`config.mk`:
```
export PLATFORM = sky130hd
export DESIGN_NAME = dma_stream_control
export DESIGN_NICKNAME = d
export VERILOG_FILES = /design/src/dma_pkg.sv /design/src/dma_stream_control.sv /design/src/stream_fifo.sv
export SDC_FILE = /design/constraint.sdc
export NUM_CORES = 2
export LEC_CHECK = 0
export ABC_AREA = 0
export ABC_CLOCK_PERIOD_IN_PS = 5000
export BUFFER_PORTS_ARGS = -buffer_cell sky130_fd_sc_hd__buf_2
export CELL_PAD_IN_SITES_DETAIL_PLACEMENT = 1
export CELL_PAD_IN_SITES_GLOBAL_PLACEMENT = 2
export CORE_UTILIZATION = 37
export DETAILED_ROUTE_END_ITERATION = 8
export MAX_ROUTING_LAYER = met4
export PLACE_DENSITY_LB_ADDON = 0.1
export SYNTH_ARGS = -nofsm -noshare
export SYNTH_HDL_FRONTEND = slang
export SYNTH_SLANG_ARGS = --single-unit
```
`constraint.sdc`:
```
create_clock -name core_clk_in -period 5 [get_ports core_clk_in]
set_clock_uncertainty 0.2 [all_clocks]
set_input_delay 0.5 -clock core_clk_in [delete_from_list [all_inputs] [get_ports core_clk_in]]
set_output_delay 0.5 -clock core_clk_in [all_outputs]
set_load 0.01 [all_outputs]
```
`src/dma_pkg.sv`:
```
// Shared constants and types for the stream DMA controller
// Notes on behaviour
// - Direct peripheral read to SRAM write takes 9 cycles, 11 at ratio two.
// - With the FIFO in use, memory writes start at the threshold fill, or below it once the source count is used up.
// - No arbitration cycle when no other master used SRAM since our access.
// - Memory-to-peripheral prefetches into the FIFO before the trigger arrives.
// - A pending request's arbitration overlaps the current sync cycle.
// - Direct peripheral path latency ignores CPU traffic elsewhere.
// - Stream-on bit reads one until the stream has really stopped.
// - Disabling an active stream sets its transfer-done flag.
// - Memory-to-peripheral request before enable sets the FIFO fault flag.
// - Count at zero sets transfer-done; re-enable reloads the last count.
// - Non-incrementing bursts are not interrupted by other streams.
// - After an early stop the count holds the untransferred items.
// - Each stream has a FIFO of four 32-bit words.
// - Peripheral side runs on requests except in memory-to-memory mode, memory side on threshold or direct; memory-to-peripheral reads run on FIFO room.
`default_nettype none
package dma_pkg;
	localparam int NUM_STREAMS = 2;
	localparam int SEL_W = 1;
	localparam int COUNT_W = 16;
	localparam int FIFO_WORDS = 4;
	localparam logic [2:0] FIFO_DEPTH = 3'h4;
	localparam logic [2:0] DIRECT_DEPTH = 3'h1;
	// Register map
	localparam int STREAM_SHIFT = 5;
	localparam logic [4:0] CTRL_OFS = 5'h00;
	localparam logic [4:0] COUNT_OFS = 5'h04;
	localparam logic [4:0] PADDR_OFS = 5'h08;
	localparam logic [4:0] MADDR_OFS = 5'h0C;
	localparam logic [7:0] FLAGS_ADDR = 8'h40;
	localparam logic [7:0] FLAG_CLR_ADDR = 8'h44;
	// Control and flag fields
	localparam int ON_BIT = 0;
	localparam int CFG_LSB = 1;
	localparam int CFG_MSB = 8;
	localparam int FLAG_STRIDE = 4;
	localparam int TC_BIT = 0;
	localparam int FE_BIT = 1;
	localparam logic [31:0] ADDR_STEP = 32'h4;
	// Effective transfer cycles minus one, per clock ratio
	localparam logic [1:0] XFER_LAST_RATIO1 = 2'h1;
	localparam logic [1:0] XFER_LAST_RATIO2 = 2'h3;

	typedef enum logic [1:0] {DIR_P2M, DIR_M2P, DIR_M2M} dir_type;

	typedef struct packed {
		logic       ratio2;
		logic       mem_addr_step;
		logic       periph_addr_step;
		logic [1:0] thresh;
		logic       fifo_mode;
		dir_type    dir;
	} stream_cfg_type;

	typedef struct packed {
		logic        sel;
		logic        write;
		logic [31:0] addr;
		logic [31:0] wdata;
	} xfer_bus_type;

	typedef enum logic [2:0] {
		ST_IDLE, ST_PADDR, ST_PXFER, ST_PSYNC,
		ST_MARB, ST_MADDR, ST_MBUS, ST_MSRAM
	} state_type;
endpackage
`default_nettype wire

```
`src/dma_stream_control.sv`:
```
// Multi-stream DMA engine: stream registers, arbiter and port sequencer
//
// Chosen here: the plain strobed port and the register offsets.
`timescale 1ns/1ps
`default_nettype none
module dma_stream_control
(
	// Clock and reset
	input  wire logic                  core_clk_in,
	input  wire logic                  resetn_in,
	// Register port
	input  wire logic [7:0]            reg_addr_in,
	input  wire logic [31:0]           reg_wdata_in,
	input  wire logic                  reg_write_in,
	input  wire logic                  reg_read_in,
	output logic      [31:0]           reg_rdata_out,
	// Peripheral requests
	input  wire logic [1:0]            periph_dreq_in,
	// Direct peripheral port
	output var dma_pkg::xfer_bus_type  periph_bus_out,
	input  wire logic [31:0]           periph_rdata_in,
	// Memory port
	output var dma_pkg::xfer_bus_type  mem_bus_out,
	input  wire logic [31:0]           mem_rdata_in,
	input  wire logic                  sram_foreign_access_in
);
	localparam int N = dma_pkg::NUM_STREAMS;
	localparam int CW = dma_pkg::COUNT_W;
	localparam int SW = dma_pkg::SEL_W;

	dma_pkg::stream_cfg_type cfg_reg [N], cfg_next [N];
	logic [CW-1:0] count_reg [N], count_next [N];
	logic [CW-1:0] last_count_reg [N], last_count_next [N];
	logic [CW-1:0] src_left_reg [N], src_left_next [N];
	logic [31:0]   paddr_reg [N], paddr_next [N];
	logic [31:0]   maddr_reg [N], maddr_next [N];
	logic [31:0]   cur_paddr_reg [N], cur_paddr_next [N];
	logic [31:0]   cur_maddr_reg [N], cur_maddr_next [N];
	logic [N-1:0]  on_reg, on_next, stop_reg, stop_next;
	logic [N-1:0]  tc_reg, tc_next, fe_reg, fe_next;
	logic [N-1:0]  tc_set, fe_set, want_m, want_p;
	logic [N-1:0]  fifo_push, fifo_pop, fifo_flush;
	logic [31:0]   fifo_head [N];
	logic [2:0]    fifo_level [N];
	logic [31:0]   push_data;
	dma_pkg::state_type state_reg, state_next;
	logic [SW-1:0] sel_reg, sel_next, pick_s, reg_s;
	logic          pick_valid, pick_mem, reg_hit, run_s;
	logic [1:0]    xfer_reg, xfer_next;
	logic [31:0]   data_reg, data_next, rdata_reg, rdata_next;
	logic          foreign_reg, foreign_next, lock_reg, lock_next;
	logic          mem_write_reg, mem_write_next;
	logic [2:0]    burst_reg, burst_next;
	dma_pkg::xfer_bus_type pbus_reg, pbus_next, mbus_reg, mbus_next;
	dma_pkg::stream_cfg_type cs;

	function automatic logic [2:0] f_cap(dma_pkg::stream_cfg_type c);
		return c.fifo_mode ? dma_pkg::FIFO_DEPTH : dma_pkg::DIRECT_DEPTH;
	endfunction

	function automatic logic [2:0] f_thresh(dma_pkg::stream_cfg_type c);
		return {1'b0, c.thresh} + 3'h1;
	endfunction

	function automatic logic f_flush(dma_pkg::stream_cfg_type c,
		logic [2:0] lvl, logic [CW-1:0] left);
		return lvl != 3'h0
			&& (!c.fifo_mode || lvl >= f_thresh(c) || left == '0);
	endfunction

	for (genvar g = 0; g < N; g++)
	begin : g_fifo
		stream_fifo u_fifo (
			.core_clk_in (core_clk_in),
			.resetn_in   (resetn_in),
			.flush_in    (fifo_flush[g]),
			.push_in     (fifo_push[g]),
			.pop_in      (fifo_pop[g]),
			.data_in     (push_data),
			.head_out    (fifo_head[g]),
			.level_out   (fifo_level[g])
		);
	end

	// Stream arbiter, lowest stream wins, memory side first within a stream
	always_comb
	begin
		pick_valid = 1'b0;
		pick_mem = 1'b0;
		pick_s = '0;
		for (int s = N - 1; s >= 0; s--)
		begin
			run_s = on_reg[s] && !stop_reg[s];
			if (cfg_reg[s].dir == dma_pkg::DIR_M2P)
			begin
				want_m[s] = run_s && src_left_reg[s] != '0
					&& fifo_level[s] < f_cap(cfg_reg[s]);
				want_p[s] = run_s && periph_dreq_in[s] && fifo_level[s] != 3'h0;
			end
			else
			begin
				want_m[s] = run_s
					&& f_flush(cfg_reg[s], fifo_level[s], src_left_reg[s]);
				want_p[s] = run_s && src_left_reg[s] != '0
					&& fifo_level[s] < f_cap(cfg_reg[s])
					&& (periph_dreq_in[s] || cfg_reg[s].dir == dma_pkg::DIR_M2M);
			end
			if (want_m[s] || want_p[s])
			begin
				pick_valid = 1'b1;
				pick_mem = want_m[s];
				pick_s = SW'(s);
			end
		end
		if (lock_reg)
		begin
			pick_valid = 1'b1;
			pick_mem = 1'b1;
			pick_s = sel_reg;
		end
	end

	assign reg_s = reg_addr_in[dma_pkg::STREAM_SHIFT +: SW];
	assign reg_hit = reg_addr_in[7:dma_pkg::STREAM_SHIFT+SW] == '0;
	assign cs = cfg_reg[sel_reg];
	assign push_data = state_reg == dma_pkg::ST_MSRAM ? mem_rdata_in
		: periph_rdata_in;

	always_comb
	begin
		state_next = state_reg;
		sel_next = sel_reg;
		xfer_next = xfer_reg;
		data_next = data_reg;
		lock_next = lock_reg;
		burst_next = burst_reg;
		mem_write_next = mem_write_reg;
		cfg_next = cfg_reg;
		count_next = count_reg;
		last_count_next = last_count_reg;
		src_left_next = src_left_reg;
		paddr_next = paddr_reg;
		maddr_next = maddr_reg;
		cur_paddr_next = cur_paddr_reg;
		cur_maddr_next = cur_maddr_reg;
		on_next = on_reg;
		stop_next = stop_reg;
		fifo_push = '0;
		fifo_pop = '0;
		fifo_flush = '0;
		tc_set = '0;
		fe_set = '0;
		rdata_next = 32'h0;
		foreign_next = (state_reg == dma_pkg::ST_MSRAM ? 1'b0 : foreign_reg)
			|| sram_foreign_access_in;
		unique case (state_reg)
			dma_pkg::ST_IDLE:
				if (pick_valid)
				begin
					sel_next = pick_s;
					mem_write_next = cfg_reg[pick_s].dir != dma_pkg::DIR_M2P;
					state_next = pick_mem ? dma_pkg::ST_MADDR : dma_pkg::ST_PADDR;
					if (pick_mem && !lock_reg && mem_write_next
						&& cfg_reg[pick_s].fifo_mode
						&& !(cfg_reg[pick_s].periph_addr_step
						&& cfg_reg[pick_s].mem_addr_step))
					begin
						burst_next = f_thresh(cfg_reg[pick_s]);
						lock_next = burst_next != 3'h1;
					end
				end
			dma_pkg::ST_PADDR:
			begin
				xfer_next = cs.ratio2 ? dma_pkg::XFER_LAST_RATIO2
					: dma_pkg::XFER_LAST_RATIO1;
				if (cs.dir == dma_pkg::DIR_M2P)
				begin
					data_next = fifo_head[sel_reg];
					fifo_pop[sel_reg] = 1'b1;
				end
				state_next = dma_pkg::ST_PXFER;
			end
			dma_pkg::ST_PXFER:
				if (xfer_reg != 2'h0)
					xfer_next = xfer_reg - 2'h1;
				else
				begin
					state_next = dma_pkg::ST_PSYNC;
					if (cs.periph_addr_step)
						cur_paddr_next[sel_reg] = cur_paddr_reg[sel_reg]
							+ dma_pkg::ADDR_STEP;
					if (cs.dir == dma_pkg::DIR_M2P)
						count_next[sel_reg] = count_reg[sel_reg] - CW'(1);
					else
					begin
						fifo_push[sel_reg] = 1'b1;
						src_left_next[sel_reg] = src_left_reg[sel_reg] - CW'(1);
					end
				end
			dma_pkg::ST_PSYNC:
				// direct mode writes right after the read
				if (cs.dir != dma_pkg::DIR_M2P && !cs.fifo_mode)
					state_next = dma_pkg::ST_MARB;
				else if (pick_valid && !pick_mem)
				begin
					sel_next = pick_s;
					mem_write_next = cfg_reg[pick_s].dir != dma_pkg::DIR_M2P;
					state_next = dma_pkg::ST_PADDR;
				end
				else
					state_next = dma_pkg::ST_IDLE;
			dma_pkg::ST_MARB:
				state_next = dma_pkg::ST_MADDR;
			dma_pkg::ST_MADDR:
			begin
				if (mem_write_reg)
				begin
					data_next = fifo_head[sel_reg];
					fifo_pop[sel_reg] = 1'b1;
				end
				state_next = foreign_reg ? dma_pkg::ST_MBUS : dma_pkg::ST_MSRAM;
			end
			dma_pkg::ST_MBUS:
				state_next = dma_pkg::ST_MSRAM;
			dma_pkg::ST_MSRAM:
			begin
				state_next = dma_pkg::ST_IDLE;
				if (cs.mem_addr_step)
					cur_maddr_next[sel_reg] = cur_maddr_reg[sel_reg]
						+ dma_pkg::ADDR_STEP;
				if (mem_write_reg)
					count_next[sel_reg] = count_reg[sel_reg] - CW'(1);
				else
				begin
					fifo_push[sel_reg] = 1'b1;
					src_left_next[sel_reg] = src_left_reg[sel_reg] - CW'(1);
				end
				if (lock_reg)
				begin
					burst_next = burst_reg - 3'h1;
					lock_next = burst_reg > 3'h1
						&& fifo_level[sel_reg] != 3'h0;
				end
			end
		endcase
		for (int s = 0; s < N; s++)
		begin
			// request before the stream is on
			if (cfg_reg[s].dir == dma_pkg::DIR_M2P && !on_reg[s]
				&& periph_dreq_in[s])
				fe_set[s] = 1'b1;
			// stop only once the engine has let go
			if (stop_reg[s] && (state_next == dma_pkg::ST_IDLE
				|| sel_next != SW'(s)) && !lock_next)
			begin
				on_next[s] = 1'b0;
				stop_next[s] = 1'b0;
				tc_set[s] = 1'b1;
				fifo_flush[s] = 1'b1;
			end
			if (on_reg[s] && count_next[s] == '0)
			begin
				on_next[s] = 1'b0;
				stop_next[s] = 1'b0;
				tc_set[s] = 1'b1;
			end
		end
		if (reg_write_in && reg_hit)
			unique case (reg_addr_in[dma_pkg::STREAM_SHIFT-1:0])
				dma_pkg::CTRL_OFS:
					if (!on_reg[reg_s] && reg_wdata_in[dma_pkg::ON_BIT])
					begin
						cfg_next[reg_s] = dma_pkg::stream_cfg_type'(
							reg_wdata_in[dma_pkg::CFG_MSB:dma_pkg::CFG_LSB]);
						on_next[reg_s] = 1'b1;
						count_next[reg_s] = count_reg[reg_s] == '0
							? last_count_reg[reg_s] : count_reg[reg_s];
						src_left_next[reg_s] = count_next[reg_s];
						cur_paddr_next[reg_s] = paddr_reg[reg_s];
						cur_maddr_next[reg_s] = maddr_reg[reg_s];
						fifo_flush[reg_s] = 1'b1;
					end
					else if (!on_reg[reg_s])
						cfg_next[reg_s] = dma_pkg::stream_cfg_type'(
							reg_wdata_in[dma_pkg::CFG_MSB:dma_pkg::CFG_LSB]);
					else if (!reg_wdata_in[dma_pkg::ON_BIT])
						stop_next[reg_s] = 1'b1;
				dma_pkg::COUNT_OFS:
					if (!on_reg[reg_s])
					begin
						count_next[reg_s] = reg_wdata_in[CW-1:0];
						last_count_next[reg_s] = reg_wdata_in[CW-1:0];
					end
				dma_pkg::PADDR_OFS:
					if (!on_reg[reg_s])
						paddr_next[reg_s] = reg_wdata_in;
				dma_pkg::MADDR_OFS:
					if (!on_reg[reg_s])
						maddr_next[reg_s] = reg_wdata_in;
				default:
					;
			endcase
		for (int s = 0; s < N; s++)
		begin
			tc_next[s] = tc_set[s] || (tc_reg[s] && !(reg_write_in
				&& reg_addr_in == dma_pkg::FLAG_CLR_ADDR
				&& reg_wdata_in[s*dma_pkg::FLAG_STRIDE+dma_pkg::TC_BIT]));
			fe_next[s] = fe_set[s] || (fe_reg[s] && !(reg_write_in
				&& reg_addr_in == dma_pkg::FLAG_CLR_ADDR
				&& reg_wdata_in[s*dma_pkg::FLAG_STRIDE+dma_pkg::FE_BIT]));
		end
		if (reg_read_in)
		begin
			if (reg_addr_in == dma_pkg::FLAGS_ADDR)
				for (int s = 0; s < N; s++)
				begin
					rdata_next[s*dma_pkg::FLAG_STRIDE+dma_pkg::TC_BIT] = tc_reg[s];
					rdata_next[s*dma_pkg::FLAG_STRIDE+dma_pkg::FE_BIT] = fe_reg[s];
				end
			else if (reg_hit)
				unique case (reg_addr_in[dma_pkg::STREAM_SHIFT-1:0])
					dma_pkg::CTRL_OFS:
						rdata_next[dma_pkg::CFG_MSB:0] = {cfg_reg[reg_s], on_reg[reg_s]};
					dma_pkg::COUNT_OFS:
						rdata_next[CW-1:0] = count_reg[reg_s];
					dma_pkg::PADDR_OFS:
						rdata_next = paddr_reg[reg_s];
					dma_pkg::MADDR_OFS:
						rdata_next = maddr_reg[reg_s];
					default:
						rdata_next = 32'h0;
				endcase
		end
		// direct path has no shared bus arbitration
		pbus_next.sel = state_next == dma_pkg::ST_PXFER;
		pbus_next.write = cfg_reg[sel_next].dir == dma_pkg::DIR_M2P;
		pbus_next.addr = cur_paddr_next[sel_next];
		pbus_next.wdata = data_next;
		mbus_next.sel = state_next == dma_pkg::ST_MSRAM;
		mbus_next.write = mem_write_next;
		mbus_next.addr = cur_maddr_next[sel_next];
		mbus_next.wdata = data_next;
	end

	always_ff @(posedge core_clk_in or negedge resetn_in)
	begin
		if (!resetn_in)
		begin
			state_reg <= dma_pkg::ST_IDLE;
			sel_reg <= '0;
			xfer_reg <= 2'h0;
			data_reg <= 32'h0;
			rdata_reg <= 32'h0;
			foreign_reg <= 1'b1;
			lock_reg <= 1'b0;
			burst_reg <= 3'h0;
			mem_write_reg <= 1'b0;
			pbus_reg <= '0;
			mbus_reg <= '0;
			cfg_reg <= '{default: '0};
			count_reg <= '{default: '0};
			last_count_reg <= '{default: '0};
			src_left_reg <= '{default: '0};
			paddr_reg <= '{default: '0};
			maddr_reg <= '{default: '0};
			cur_paddr_reg <= '{default: '0};
			cur_maddr_reg <= '{default: '0};
			on_reg <= '0;
			stop_reg <= '0;
			tc_reg <= '0;
			fe_reg <= '0;
		end
		else
		begin
			state_reg <= state_next;
			sel_reg <= sel_next;
			xfer_reg <= xfer_next;
			data_reg <= data_next;
			rdata_reg <= rdata_next;
			foreign_reg <= foreign_next;
			lock_reg <= lock_next;
			burst_reg <= burst_next;
			mem_write_reg <= mem_write_next;
			pbus_reg <= pbus_next;
			mbus_reg <= mbus_next;
			cfg_reg <= cfg_next;
			count_reg <= count_next;
			last_count_reg <= last_count_next;
			src_left_reg <= src_left_next;
			paddr_reg <= paddr_next;
			maddr_reg <= maddr_next;
			cur_paddr_reg <= cur_paddr_next;
			cur_maddr_reg <= cur_maddr_next;
			on_reg <= on_next;
			stop_reg <= stop_next;
			tc_reg <= tc_next;
			fe_reg <= fe_next;
		end
	end

	assign reg_rdata_out = rdata_reg;
	assign periph_bus_out = pbus_reg;
	assign mem_bus_out = mbus_reg;
endmodule
`default_nettype wire

```
`src/stream_fifo.sv`:
```
// Four-word per-stream data FIFO
`timescale 1ns/1ps
`default_nettype none
module stream_fifo
(
	// Clock and reset
	input  wire logic        core_clk_in,
	input  wire logic        resetn_in,
	// Control
	input  wire logic        flush_in,
	input  wire logic        push_in,
	input  wire logic        pop_in,
	input  wire logic [31:0] data_in,
	// Status
	output logic      [31:0] head_out,
	output logic      [2:0]  level_out
);
	logic [31:0] mem_reg  [dma_pkg::FIFO_WORDS];
	logic [31:0] mem_next [dma_pkg::FIFO_WORDS];
	logic [1:0]  rd_reg;
	logic [1:0]  rd_next;
	logic [1:0]  wr_reg;
	logic [1:0]  wr_next;
	logic [2:0]  level_reg;
	logic [2:0]  level_next;
	logic        push_ok;
	logic        pop_ok;

	always_comb
	begin
		push_ok = push_in && level_reg != dma_pkg::FIFO_DEPTH;
		pop_ok = pop_in && level_reg != 3'h0;
		mem_next = mem_reg;
		rd_next = rd_reg;
		wr_next = wr_reg;
		level_next = level_reg;
		if (flush_in)
		begin
			rd_next = 2'h0;
			wr_next = 2'h0;
			level_next = 3'h0;
		end
		else
		begin
			if (push_ok)
			begin
				mem_next[wr_reg] = data_in;
				wr_next = wr_reg + 2'h1;
			end
			if (pop_ok)
				rd_next = rd_reg + 2'h1;
			level_next = level_reg + {2'h0, push_ok} - {2'h0, pop_ok};
		end
	end

	always_ff @(posedge core_clk_in or negedge resetn_in)
	begin
		if (!resetn_in)
		begin
			mem_reg <= '{default: '0};
			rd_reg <= 2'h0;
			wr_reg <= 2'h0;
			level_reg <= 3'h0;
		end
		else
		begin
			mem_reg <= mem_next;
			rd_reg <= rd_next;
			wr_reg <= wr_next;
			level_reg <= level_next;
		end
	end

	assign head_out = mem_reg[rd_reg];
	assign level_out = level_reg;
endmodule
`default_nettype wire

```
Yosys cells after proc, flatten, opt, wreduce, memory -nomap -nowiden
Index checks and enable logic that the tools add are counted.

Flip-flop bits (word level): 789. Bits of input ports: 111. Output and inout port bits: 164. Word-level logic and storage cells: 481.

$add $sub $neg: 17. $lt $le $gt $ge: 21. Eq/ne operators: 34. Multiplexer cells: 217. Bitwise gates (word level): 15. Reductions and logical operators: 119.

Operators with widths (count): $mux 32 (46); $mux 64 (11); $bwmux 64 (6); $mux 16 (20); $bwmux 128 (2); $pmux 32 s2 (4); $bwmux 32 (6); $bmux 32 s2 (2); $demux 32 s2 (2); $logic_not 16->1 (5); $add 32x3->32 const B (2); $demux 32 s1 (2); $mux 2 (32); $mux 8 (7); $logic_and 1x1->1 (55); $mux 1 (42); $mux 3 (14); $pmux 9 s4 (1); $demux 16 s1 (2); $pmux 16 s2 (1); $reduce_bool 16->1 (2); $sub 16x1->16 const B (2); $mux 26 (1); $pmux 3 s8 (1); 49 further kinds (155).

Logic depth before layout (Yosys ltp)
Depth in word-level cells: 32. Gate-level depth with buffers: 21. Depth with buffers taken out: 17.

Hierarchy
A second synthesis with hierarchy kept.

Cell total of the unflattened synthesis: 3549. Area total of the unflattened synthesis: 40955.5 um^2.

By module, submodules not included: dma_stream_control (times used 1, cells each 2837, area each 27735.4 um^2, seq. area each 12988.7 um^2); stream_fifo (times used 2, cells each 356, area each 6610.1 um^2, seq. area each 3378.2 um^2).

Least setup slack after synthesis
Ideal clock, no wire load.

Path kind: reg2reg. Start: reg sel_reg. End: reg mbus_reg (netlist bit mem_bus_out[58]). Library setup time: 125 ps. Arrival: 4479 ps. Required time: 4675 ps. Slack: 196 ps. Cell stages (with the launch flop): 22. Path buffers: 9. Cell sequence: dfrtp_1 buf_4 buf_2 buf_2 buf_2 buf_2 buf_2 buf_2 buf_2 buf_1 mux2_2 ha_1 inv_1 a221oi_1 nand2_1 nand4b_1 or2_2 nor2_1 nand2_1 xor2_1 o21ai_0 mux2_2.

RTL lines: start: declaration (RTL line dma_stream_control.sv:47) `logic [SW-1:0] sel_reg, sel_next, pick_s, reg_s;`; start signal: assignment (RTL line dma_stream_control.sv:376) `sel_reg <= sel_next;`; end signal: assignment (RTL line dma_stream_control.sv:385) `mbus_reg <= mbus_next;`; end: declaration (RTL line dma_stream_control.sv:54) `dma_pkg::xfer_bus_type pbus_reg, pbus_next, mbus_reg, mbus_next;`.

Worst setup path in the final report
Start: reg sel_reg. End: reg on_reg[0].

Cells in the longest elaborated chain, start to end: 20.

RTL lines: branches (longest 15 deep; another with $sub 16x1->16); $mux 1 (*) (RTL line dma_stream_control.sv:261) `if (on_reg[s] && count_next[s] == '0)`; $or 2x2->2 (no line); $mux 2 (RTL line dma_stream_control.sv:271) `if (!on_reg[reg_s] && reg_wdata_in[dma_pkg::ON_BIT])`; $mux 2 (RTL line dma_stream_control.sv:269) `unique case (reg_addr_in[dma_pkg::STREAM_SHIFT-1:0])`; $mux 2 (*) (RTL line dma_stream_control.sv:268) `if (reg_write_in && reg_hit)`; net on_next[0] (RTL line dma_stream_control.sv:39) `logic [N-1:0] on_reg, on_next, stop_reg, stop_next;`; end signal: assignment (RTL line dma_stream_control.sv:394) `on_reg <= on_next;`; end: declaration (RTL line dma_stream_control.sv:39).

Mark *: on every way through the listed nets, which the timed path passes. The select of a mux whose other input is x is not followed. A chain may end at the register's enable or synchronous reset.

==> results.md <==
- Status: complete, no violations
- Power share of the combinational group: 0.303
- FFs w/ async S/R, synth: 1.000
- Seq/Total Area, Yosys: 0.4928
- Worst Setup Start Kind: flip-flop
- Die ar.: 109600 um2
- Flip-flop count of the largest register after layout: 256
- Die height: 331.1 um
- Hold path start: reg_addr_in[0]
- Req. time, crit path: 5.39 ns
- Clock transition at the registers of the reported paths: ~0.060 ns
- Worst-Margin Slew: between 1 and 1.5 ns
- Vias in the first global route: 31.49k
- Antenna violations before repair: 0
- Worst slew margin: 0.2496
- I/O Pins: approximately 280
- Cells after Synth: about 3.5k
- Initial Util: 0.3737
- Seq cells post-synth: roughly 790
- Initial drt markers: 1772
- Drt first pass iters: 5
- Netlist cell types: 86
- CTS tree: yes
- Ys flop type: dfrtp_1
- Worst EP arrival: around 5.2 ns
- Number of buffers added on ports: 274
- Worst Hold Class: in -> reg
- Synth Area in Adders: 0.01068
- Largest net degree at the start of global routing: around 150
- WL/cell: approximately 26 um
- Setup crit end kind: flip-flop
- Sequential Power Share: 0.385
- Antenna viol nets, final: 0
- Syn Nets: 3666
- Post-synthesis mux area share: 0.2309
- Total track usage: 0.2567
- Overflow after GRT: 0
- Clock power frac: 0.312
- Post-Synth XOR/XNOR Area: 0.03519
- R2R Path End: on_reg[0]$_DFF_PN0_
- Fmax: between 200 and 250 MHz
- Setup tns final: 0 ns
- Tcrit/Tclk final: 0.9544
- WS Path Type: reg -> reg
- H-Tree Depth: 3
- Root Buffer: clkbuf_16
- Simple-gate share of the synthesized area: 0.1063
- R2R cell count: 11
- Max Cap Viol: 0
- Fin. max-slew vios: 0
- Worst-Skew Late Latency: 0.69 ns
- R2r setup slk: around 0.23 ns
- Residual DRC: 0
- WHS: between 0.05 and 0.06 ns
- Chip Width: about 330 um
- Final Setup Violations: 0
- # clock sinks: 789
- GP Congestion: 0.9334
- Switching power: 7.823 mW
- Bufs on Longest Clock Path: 3
- Critical Path Fanout Max: slightly above 40
- Syn avg cell area: 11.38 um2
- Via/cell ratio: between 5 and 6
- Layout net count: 3909
- Peak VDD IR: 0.2965 mV
- Ys Warns: 0
- DP HPWL: 95270 um
- EDFF count, synth: 0
- CTS buffer count: 93
- Endpoints failing hold: 0
- Largest family of logic cells by synthesized area: multiplexers
- Rows: between 100 and 150
- Internal power: roughly 15 mW
- Leakage Power: about 20 nW
- Syn-to-layout area delta: 15.75%
- Synth Area in Compound Gates: 0.08413
- Core area: about 110000 um2
- Mapped Area: approximately 40000 um2
- RSZ-0062 raised after global routing: false
- Post-Route WL: roughly 140000 um
- Min cycle time layout: approximately 4.8 ns
- Global-route wire length before repair: just over 200000 um
- R2r startpoint: sel_reg$_DFF_PN0_
- # diodes: 0
- Sw Ratio: 0.3476
- Layout cell share with drive strength beyond 1: 0.2954
- WHS Path Cells: 5
- Routed via count: just under 30k
- Hold EP: count_reg[6]$_DFF_PN0_
- Post-CTS setup buffers: 0
- Cell area power density: 485.2 nW/um2
-- metal layers --
layer | routed length, um | GRT usage
met3 | 4783 | 0.03082
met2 | 66000 | 0.4138
met4 | 3333 | 0.06741
met1 | 61590 | 0.3424
met5 | 0 | -
-- final cells by class --
type                       count  area, um2
clock buffer                 126       2671
clock inverter                40      510.5
fill                       11500      60830
inverter                      47      178.9
multi-input combinational   2424      18800
sequential                   789      19750
tap                         1403       1755
timing repair buffer         410       2709
-- placed cells by master, fill, tap and decap left out, drive strengths merged, types with 8 or more instances in the layout --
master	n
a211oi	14
a21o	8
a21oi	112
a221oi	15
a22oi	41
a31oi	25
and2	10
and3	23
buf	390
clkbuf	126
clkinv	26
dfrtp	788
dlygate4sd3	20
ha	31
inv	48
mux2	505
mux2i	167
mux4	64
nand2	448
nand2b	10
nand3	75
nand3b	9
nand4	16
nor2	201
nor2b	21
nor3	69
nor3b	9
nor4	22
o211ai	11
o21ai	224
o22a	17
o22ai	40
xnor2	85
xor2	76
-- critical path: stages (launching register included) --
cell,delay (ns)
dfrtp_4,0.73
buf_4,0.33
nor4_1,0.30
o22ai_1,0.20
nor3_1,0.82
a31oi_1,0.18
o32ai_1,0.33
o21ai_0,0.18
nor4_1,0.67
buf_4,0.23
a31oi_1,0.18
a21o_2,0.29
-- how the worst max path moves through the flow --
stage	from	cells past startpoint	to	slack, ns
5_1_grt	cfg_reg[3]$_DFFE_PN0P_	18	g_fifo[0].u_fifo.mem_reg[63]$_DFFE_PN0P_	0.06
6_report	sel_reg$_DFF_PN0_	11	on_reg[0]$_DFF_PN0_	0.23
2_1_floorplan	sel_reg$_DFF_PN0_	21	mem_bus_out[58]$_DFF_PN0_	0.20
4_1_cts	cfg_reg[11]$_DFFE_PN0P_	18	g_fifo[0].u_fifo.mem_reg[31]$_DFFE_PN0P_	0.19
3_5_place_dp	cfg_reg[11]$_DFFE_PN0P_	18	g_fifo[0].u_fifo.mem_reg[63]$_DFFE_PN0P_	0.17
3_3_place_gp	cfg_reg[3]$_DFFE_PN0P_	18	g_fifo[0].u_fifo.mem_reg[32]$_DFFE_PN0P_	0.30
-- cells in the mapped netlist, types with 12 or more instances --
cell,instances,area share
clkbuf_1,154,0.014
mux2_2,358,0.10
nor4_1,21,0.0033
o22ai_1,40,0.0062
mux4_2,64,0.036
buf_2,19,0.0024
mux2i_1,167,0.042
xnor2_1,85,0.019
o21ai_0,222,0.028
buf_12,12,0.0060
xor2_1,76,0.017
nor2b_1,21,0.0033
nand3_1,75,0.0094
and3_1,23,0.0036
a22oi_1,41,0.0077
ha_1,31,0.0097
a31oi_1,25,0.0039
buf_1,30,0.0028
nor2_1,193,0.018
dfrtp_1,788,0.49
o22a_1,17,0.0037
inv_1,45,0.0042
mux2_1,27,0.0076
a221oi_1,14,0.0031
buf_4,34,0.0064
nand4_1,16,0.0025
buf_6,13,0.0037
nand2_1,448,0.042
mux2_4,120,0.045
a21oi_1,111,0.014
nor3_1,69,0.0086
a211oi_1,14,0.0026
-- kinds of logic (layout without fill, tap and decap cells) --
kind of cell | after synthesis | after routing
xor+xnor | 161 | 161
simple gates | 941 | 941
flops | 789 | 789
mux | 736 | 736
buf+inv | 309 | 623
fa+ha+maj | 33 | 33
compound gates | 553 | 553
-- power groups by stage --
stage	clock network [mW]	logic, mW	registers (mW)
after floorplan	0	4.75	8.33
after global placement	0	6.68	8.70
after detailed placement	0	6.85	8.76
after CTS	7.24	6.90	8.67
after global routing	7.47	7.45	8.82
final	7.02	6.82	8.67
-- stage by stage --
stage	utilization	instances	area, um2	worst slack (ns)	total power, mW
2_1_floorplan	-	3522	40070	0.1963	13.08
3_3_place_gp	0.4009	5053	42980	0.2972	15.38
3_5_place_dp	0.4009	5053	42980	0.1748	15.61
4_1_cts	0.4324	5239	46360	0.1854	22.81
5_1_grt	0.4326	5239	46380	0.05741	23.75
6_report	0.4326	5239	46380	0.2280	22.50
-- timing repair --
item / 4_1_cts / 5_1_grt
resized for setup: 0 / 3
hold buffers: 20 / 0
hold endpoints to repair: 143 / 0
endpoints found under the setup margin: 0 / 72
(Power assumes the default switching activity.)
